<file path="config.mk">
export PLATFORM = sky130hd
export DESIGN_NAME = fwc_flash_ctrl
export DESIGN_NICKNAME = d
export VERILOG_FILES = /design/src/fwc_pkg.sv /design/src/fwc_unlock.sv /design/src/fwc_flash_ctrl.sv
export VERILOG_INCLUDE_DIRS = /design/src
export SDC_FILE = /design/constraint.sdc
export NUM_CORES = 1
export LEC_CHECK = 0
export ABC_CLOCK_PERIOD_IN_PS = 2220
export BUFFER_PORTS_ARGS = -buffer_cell sky130_fd_sc_hd__buf_2
export CAP_MARGIN = 0
export CORE_MARGIN = 5
export CORE_UTILIZATION = 48
export CTS_BUF_LIST = sky130_fd_sc_hd__clkbuf_4
export DETAILED_ROUTE_END_ITERATION = 8
export PLACE_DENSITY_LB_ADDON = 0.05
export SLEW_MARGIN = 20
export SYNTH_ARGS = -nofsm -noshare
export SYNTH_HDL_FRONTEND = slang
export SYNTH_SLANG_ARGS = --single-unit
</file>
<file path="constraint.sdc">
create_clock -name mclk -period 2.22 [get_ports mclk]
set_input_delay 0.444 -clock mclk [delete_from_list [all_inputs] [get_ports mclk]]
set_output_delay 0.444 -clock mclk [all_outputs]
set_load 0.05 [all_outputs]
</file>
<file path="src/fwc_map.svh">
/*
 * Holds the named constants of the flash write controller: unlock key
 * values, control word field positions, address widths and reset values.
 * Assumes it is included by bare name from the design files.
 */
`ifndef FWC_MAP_SVH
`define FWC_MAP_SVH

////////////////////////////////////////////////////////////////////////////////
// Unlock key values, in the order software must write them
`define FWC_KEY_FIRST 8'h55
`define FWC_KEY_SECOND 8'hAA
`define FWC_KEY_W 8

////////////////////////////////////////////////////////////////////////////////
// Control word layout
`define FWC_CTL_W 16
`define FWC_CTL_START_BIT 15
`define FWC_CTL_OP_MSB 1
`define FWC_CTL_OP_LSB 0
`define FWC_CTL_RESET 16'h0000

////////////////////////////////////////////////////////////////////////////////
// Target address and source pointer layout
`define FWC_ADDR_LO_W 16
`define FWC_ADDR_HI_W 8
`define FWC_ADDR_W 24
`define FWC_SRC_HALF_W 16
`define FWC_ADDR_LO_RESET 16'h0000
`define FWC_ADDR_HI_RESET 8'h00
`define FWC_SRC_RESET 16'h0000

`endif

</file>
<file path="src/fwc_pkg.sv">
/*
 * Types shared by the flash write controller: operation codes and the
 * states of the sequencer and of the unlock detector.
 * Assumes nothing of its surroundings.
 */
package fwc_pkg;

    // Operation chosen in the control word
    typedef enum logic [1:0] {
        FWC_OP_PAGE_ERASE = 2'b00,
        FWC_OP_WORD_PROG = 2'b01,
        FWC_OP_ROW_PROG = 2'b10,
        FWC_OP_INACTIVE_ERASE = 2'b11
    } fwc_op_e;

    // Sequencer states
    typedef enum logic [1:0] {
        FWC_ST_IDLE = 2'b00,
        FWC_ST_FETCH = 2'b01,
        FWC_ST_WAIT = 2'b10
    } fwc_state_e;

    // Unlock detector states
    typedef enum logic [1:0] {
        FWC_KS_LOCKED = 2'b00,
        FWC_KS_HALF = 2'b01,
        FWC_KS_ARMED = 2'b10
    } fwc_key_e;

endpackage

</file>
<file path="src/fwc_unlock.sv">
/*
 * Unlock detector: watches key writes and arms the controller only after
 * the first key value is followed directly by the second.
 * Assumes every register write of the block is visible on its strobes.
 */
`include "fwc_map.svh"

module fwc_unlock (
    // Clock and reset
    input wire logic mclk,
    input wire logic rst_n,
    // Write strobes
    input wire logic key_wr,
    input wire logic [`FWC_KEY_W-1:0] key_wdata,
    input wire logic other_wr,
    input wire logic consume,
    // Arm state
    output logic armed
);
    import fwc_pkg::*;

    fwc_key_e state;
    fwc_key_e next_state;
    wire logic is_first;
    wire logic is_second;

    // Key value decode
    assign is_first = key_wr && (key_wdata == `FWC_KEY_FIRST);
    assign is_second = key_wr && (key_wdata == `FWC_KEY_SECOND);

    // Next state: any foreign write breaks the sequence
    always_comb begin
        next_state = state;
        case (state)
            FWC_KS_LOCKED: begin
                if (is_first && !other_wr) begin
                    next_state = FWC_KS_HALF;
                end
            end
            FWC_KS_HALF: begin
                if (is_second && !other_wr) begin
                    next_state = FWC_KS_ARMED;
                end else if (is_first && !other_wr) begin
                    next_state = FWC_KS_HALF;
                end else if (key_wr || other_wr || consume) begin
                    next_state = FWC_KS_LOCKED;
                end
            end
            FWC_KS_ARMED: begin
                if (consume || key_wr || other_wr) begin
                    next_state = FWC_KS_LOCKED;
                end
            end
            default: begin
                next_state = FWC_KS_LOCKED;
            end
        endcase
    end

    // State and arm flag
    always_ff @(posedge mclk) begin
        if (!rst_n) begin
            state <= FWC_KS_LOCKED;
            armed <= 1'b0;
        end else begin
            state <= next_state;
            armed <= (next_state == FWC_KS_ARMED);
        end
    end
endmodule

</file>
<file path="src/fwc_flash_ctrl.sv">
/*
 * Flash write controller: holds the control word, target address and row
 * source pointer, checks the unlock sequence and sequences erase and
 * program operations towards the flash array, fetching row data from RAM.
 * Assumes the array answers each command with a one-cycle done pulse, and
 * RAM returns read data one cycle after a read request, on the same clock.
 */
`include "fwc_map.svh"

module fwc_flash_ctrl #(
    parameter int ROW_WORDS = 128,
    parameter int WORD_W = 24,
    parameter int RAM_AW = 16
) (
    // Clock and reset
    input wire logic mclk,
    input wire logic rst_n,
    // Register writes from the core
    input wire logic key_wr,
    input wire logic [`FWC_KEY_W-1:0] key_wdata,
    input wire logic ctl_wr,
    input wire logic [`FWC_CTL_W-1:0] ctl_wdata,
    input wire logic addr_lo_wr,
    input wire logic [`FWC_ADDR_LO_W-1:0] addr_lo_wdata,
    input wire logic addr_hi_wr,
    input wire logic [`FWC_ADDR_HI_W-1:0] addr_hi_wdata,
    input wire logic src_lo_wr,
    input wire logic src_hi_wr,
    input wire logic [`FWC_SRC_HALF_W-1:0] src_wdata,
    input wire logic other_wr,
    // Register readback
    output logic [`FWC_CTL_W-1:0] ctl_rdata,
    output logic busy,
    // Flash array side
    output logic flash_cmd_valid,
    output fwc_pkg::fwc_op_e flash_op,
    output logic [`FWC_ADDR_W-1:0] flash_addr,
    output logic flash_wvalid,
    output logic [WORD_W-1:0] flash_wdata,
    input wire logic flash_done,
    // RAM read side
    output logic ram_rd_req,
    output logic [RAM_AW-1:0] ram_addr,
    input wire logic [WORD_W-1:0] ram_rdata
);
    import fwc_pkg::*;

    localparam int CNT_W = $clog2(ROW_WORDS + 1);
    localparam logic [CNT_W-1:0] LAST_IDX = CNT_W'(ROW_WORDS - 1);

    fwc_state_e state;
    logic [`FWC_CTL_W-1:0] flash_op_control;
    logic [`FWC_ADDR_LO_W-1:0] flash_target_addr_low;
    logic [`FWC_ADDR_HI_W-1:0] flash_target_addr_high;
    logic [`FWC_SRC_HALF_W-1:0] src_lo;
    logic [`FWC_SRC_HALF_W-1:0] src_hi;
    logic [CNT_W-1:0] fetch_idx;
    logic rd_pend;
    wire logic armed;
    wire logic start_req;
    wire logic start_ok;
    wire logic wr_blocked;
    wire logic last_fetch;
    wire fwc_op_e req_op;
    wire logic [`FWC_ADDR_W-1:0] effective_target_address;
    wire logic [2*`FWC_SRC_HALF_W-1:0] row_source_pointer;
    wire logic [`FWC_CTL_W-1:0] next_ctl_rdata;

    ////////////////////////////////////////////////////////////////////////////
    // Unlock sequence tracking
    fwc_unlock u_unlock (
        .mclk(mclk),
        .rst_n(rst_n),
        .key_wr(key_wr),
        .key_wdata(key_wdata),
        .other_wr(other_wr || addr_lo_wr || addr_hi_wr || src_lo_wr || src_hi_wr),
        .consume(ctl_wr),
        .armed(armed)
    );

    ////////////////////////////////////////////////////////////////////////////
    // Request decode
    assign req_op = fwc_op_e'(ctl_wdata[`FWC_CTL_OP_MSB:`FWC_CTL_OP_LSB]);
    assign start_req = ctl_wr && ctl_wdata[`FWC_CTL_START_BIT];
    assign start_ok = start_req && armed && (state == FWC_ST_IDLE);
    assign wr_blocked = (state != FWC_ST_IDLE);
    assign effective_target_address = {flash_target_addr_high, flash_target_addr_low};
    assign row_source_pointer = {src_hi, src_lo};
    assign last_fetch = (fetch_idx == LAST_IDX);
    // Readback shows the chosen operation and the running flag; key never appears
    assign next_ctl_rdata = {busy, flash_op_control[`FWC_CTL_START_BIT-1:0]};

    ////////////////////////////////////////////////////////////////////////////
    // Software-visible registers, frozen while an operation runs
    always_ff @(posedge mclk) begin
        if (!rst_n) begin
            flash_op_control <= `FWC_CTL_RESET;
            flash_target_addr_low <= `FWC_ADDR_LO_RESET;
            flash_target_addr_high <= `FWC_ADDR_HI_RESET;
            src_lo <= `FWC_SRC_RESET;
            src_hi <= `FWC_SRC_RESET;
            ctl_rdata <= `FWC_CTL_RESET;
        end else begin
            if (ctl_wr && !wr_blocked) begin
                flash_op_control <= ctl_wdata;
            end
            if (addr_lo_wr && !wr_blocked) begin
                flash_target_addr_low <= addr_lo_wdata;
            end
            if (addr_hi_wr && !wr_blocked) begin
                flash_target_addr_high <= addr_hi_wdata;
            end
            if (src_lo_wr && !wr_blocked) begin
                src_lo <= src_wdata;
            end
            if (src_hi_wr && !wr_blocked) begin
                src_hi <= src_wdata;
            end
            ctl_rdata <= next_ctl_rdata;
        end
    end

    ////////////////////////////////////////////////////////////////////////////
    // Operation sequencer
    always_ff @(posedge mclk) begin
        if (!rst_n) begin
            state <= FWC_ST_IDLE;
            busy <= 1'b0;
            flash_cmd_valid <= 1'b0;
            flash_op <= FWC_OP_PAGE_ERASE;
            flash_addr <= '0;
            fetch_idx <= '0;
            ram_rd_req <= 1'b0;
            ram_addr <= '0;
        end else begin
            flash_cmd_valid <= 1'b0;
            ram_rd_req <= 1'b0;
            case (state)
                FWC_ST_IDLE: begin
                    if (start_ok) begin
                        flash_cmd_valid <= 1'b1;
                        flash_op <= req_op;
                        flash_addr <= effective_target_address;
                        busy <= 1'b1;
                        fetch_idx <= '0;
                        state <= (req_op == FWC_OP_ROW_PROG) ? FWC_ST_FETCH : FWC_ST_WAIT;
                    end
                end
                FWC_ST_FETCH: begin
                    ram_rd_req <= 1'b1;
                    ram_addr <= RAM_AW'(row_source_pointer + 32'(fetch_idx));
                    fetch_idx <= fetch_idx + 1'b1;
                    if (last_fetch) begin
                        state <= FWC_ST_WAIT;
                    end
                end
                FWC_ST_WAIT: begin
                    if (flash_done && !rd_pend && !ram_rd_req) begin
                        busy <= 1'b0;
                        state <= FWC_ST_IDLE;
                    end
                end
                default: begin
                    state <= FWC_ST_IDLE;
                    busy <= 1'b0;
                end
            endcase
        end
    end

    ////////////////////////////////////////////////////////////////////////////
    // Row data forwarding, RAM data one cycle after request
    always_ff @(posedge mclk) begin
        if (!rst_n) begin
            rd_pend <= 1'b0;
            flash_wvalid <= 1'b0;
            flash_wdata <= '0;
        end else begin
            rd_pend <= ram_rd_req;
            flash_wvalid <= rd_pend;
            if (rd_pend) begin
                flash_wdata <= ram_rdata;
            end
        end
    end
endmodule

</file>
==> summary.txt <==
Global routing
  • Initial antenna violation count: 0
  • Largest net degree at the start of global routing: 89
  • GRT Util Overall: 19.8%
  • First-pass GRT wire length: 23200 um
  • Vias in the first global route: 4860
  • Gr ovfl total: 0

Worst setup path
  • Reg-to-Reg Start: fetch_idx[6]
  • Startpoint types: flip-flop
  • Reg-to-reg slack, setup: 120 ps
  • CP max FO: 8
  • Crit path capture type: flip-flop
  • Worst Path Arrival: 2530 ps
  • Worst reg2reg path depth: 6
  • Critical Path End: ram_addr[14]
  • Critical Path Source: fetch_idx[6]
  • Worst R2R End: ram_addr[14]
  • CP Data Required Time: 2660 ps
  • WS Path Type: flip-flop to flip-flop

Clocking
  • Root buffer cell: clkbuf_4
  • Setup Fix Bufs, Post-CTS: 0
  • Later-pin clock latency in the skew report: 540 ps
  • Clock Tree Buf Depth: 2
  • CTS tree: yes
  • Hold bufs inserted after CTS: 0
  • Clock transition at path regs: 120 ps
  • Number of CTS-inserted buffers: 17
  • Sink Count: 155
  • H-tree Lvls: 4

Yosys
  • Syn_nets: 804
  • Post-synthesis cell area: 5940 um2
  • Area share of the largest cell type after synthesis: 52.3%
  • Count leader, synth: nand2_1
  • Syn Inst Count: 696
  • Top cells by count, synth: 186 x nand2_1, 155 x dfxtp_1, 97 x a21oi_1, 55 x nor2_1
  • FF+latch count, synth: 155
  • Synth top area cells: dfxtp_1 52%, nand2_1 12%, a21oi_1 8.2%
  • Seq/Total Area, Yosys: 52.3%
  • Main synth FF type: dfxtp_1
  • Synth area leader: dfxtp_1
  • Synth warnings: 0
  • Synth unique cells: 55
  • Post-synth EDFFs: 0
  • Ys async rst share: 0%
  • Avg Cell Area, Syn: 8.53 um2

Floorplan
  • Row cnt: 40
  • Die Span Y: 121 um
  • Io pins: 184
  • Core Region: 12100 um2
  • Initial Util: 49.2%
  • Die Span X: 121 um
  • Die area: 14700 um2

Power
  • Leakage: 3.21 nW
  • Total power: 4.94 mW
  • PD cells: 679 nW/um2
  • Peak supply drop: 0.344 mV

Timing
  • Final Setup Violations: 0
  • Worst slew pin tran: 648 ps
  • Pins Over Slew Limit: 0
  • Final period utilization: 94.5%
  • Max-slew headroom: 56.8%
  • Post-layout minimum cycle time: 2100 ps
  • FMAX: 477 MHz
  • Final Hold Vio Count: 0
  • Clock Skew: 10.4 ps
  • Final hold slack: 131 ps
  • Worst Setup Slack, final: 123 ps
  • Post-route setup TNS: 0 ps
  • RSZ-0062 raised after global routing: no

Placed design
  • Place WS: 6.04 ps
  • Post-DP HPWL: 10400 um
  • Dpl cells: 1018
  • RD Place Congestion: 0.868
  • Post-DP Area: 6960 um2
  • IO buf count: 183

Routing
  • Post-DRT Antenna Nets: 0
  • Avg WL per Cell: 13.8 um
  • Via count: 5204
  • DRC: 0
  • DR vias/cell: 4.96
  • Final wirelength: 14500 um
  • DRT Pass-1 Iters: 4
  • DRT iter0 DRCs: 260

Final layout
  • Post-route cell area: 7270 um2
  • Final cell count without fillers: 1050
  • Final core utilization: 60.3%
  • Synth-to-layout area growth: 22.4%
  • Proportion of layout cells with a drive suffix above 1: 26.9%
  • ANT cells: 0
  • Fin nets: 977

Hold path
  • Worst hold-check path type: primary input to flip-flop

Flow run
  • Max Cap Violations: 0

Outcome
  • Status: complete, no violations
logic make-up after synthesis:
family	count (synthesis)	synth area share [%]
AOI/OAI and AO/OA	138	13.3
xor gates and xnor gates	2	0.295
DFF	155	52.3
buffers and inverters	46	3.81
and+or+nand+nor	318	23.5
muxes	27	4.57
adders and majority gates	10	2.23
what timing repair did:
| item | CTS | global route |
|---|---|---|
| endpoints found under the setup margin | 3 | 5 |
| pin swaps | 0 | 2 |
| endpoints found under the hold margin | 0 | 0 |
| resized for setup | 1 | 2 |
worst max-delay path, cell delays in order, from the launching register on:
cell and delay [ps]:
dfxtp_1 430, ha_1 320, a21o_1 230, a221o_1 390, a31oi_4 270, nor3_1 90, o31a_1 270
per-layer routing:
layer	share of wire, %	vias up	track usage (%)
li1	-	2682	-
met1	46	2360	26.1
met2	47	155	32.0
met3	6.4	7	4.80
met4	0.70	0	6.51
met5	0	-	0
state kept, by name (all words and copies together) (netlist names), 8 cells and up:
register	flops
flash_wdata	24
ram_addr	16
ctl_rdata	16
fetch_idx	8
flash_target_addr_high	8
flash_addr	24
flash_op_control	15
src_lo	16
flash_target_addr_low	16
where the power goes:
| part | leakage, nW | internal, mW | switching (mW) | total, mW |
|---|---|---|---|---|
| Combinational | 1.80 | 0.130 | 0.200 | 0.331 |
| Clock | 0.151 | 0.793 | 0.934 | 1.73 |
| Sequential | 1.26 | 2.85 | 0.0362 | 2.88 |
area by class of cell:
cell class                      instances  area [um2]
Timing Repair Buffer                  195        1020
Inverter                                5        21.3
Tap cell                              168         210
Sequential cell                       155        3100
Clock inverter                         13         151
Clock buffer                           19         143
Fill cell                            1138        4790
Multi-Input combinational cell        495        2620
cells in the final DEF (no fill, tap or decap), types with 5 or more instances in the layout:
master	n
o21ai_0	11
a21oi_1	96
nand2_1	186
dfxtp_1	154
mux2i_1	26
and2_1	21
nor2_1	55
and3_1	7
buf_2	183
nor3_1	6
clkbuf_4	19
ha_1	9
buf_4	11
nand3_1	14
a31oi_1	5
worst min path at each step:
stage	from	endpoint	slack (ps)	depth (start not counted)
finish	ctl_wdata[8]	flash_op_control[8]	130	3
global route	addr_lo_wdata[7]	flash_target_addr_low[7]	80	3
detailed placement	flash_op_control[1]	ctl_rdata[1]	440	1
global placement	flash_op_control[3]	ctl_rdata[3]	440	1
floorplan	u_unlock.state[1]	u_unlock.state[0]	420	1
CTS	addr_hi_wdata[1]	flash_target_addr_high[1]	60	3
(Power assumes the default switching activity.)
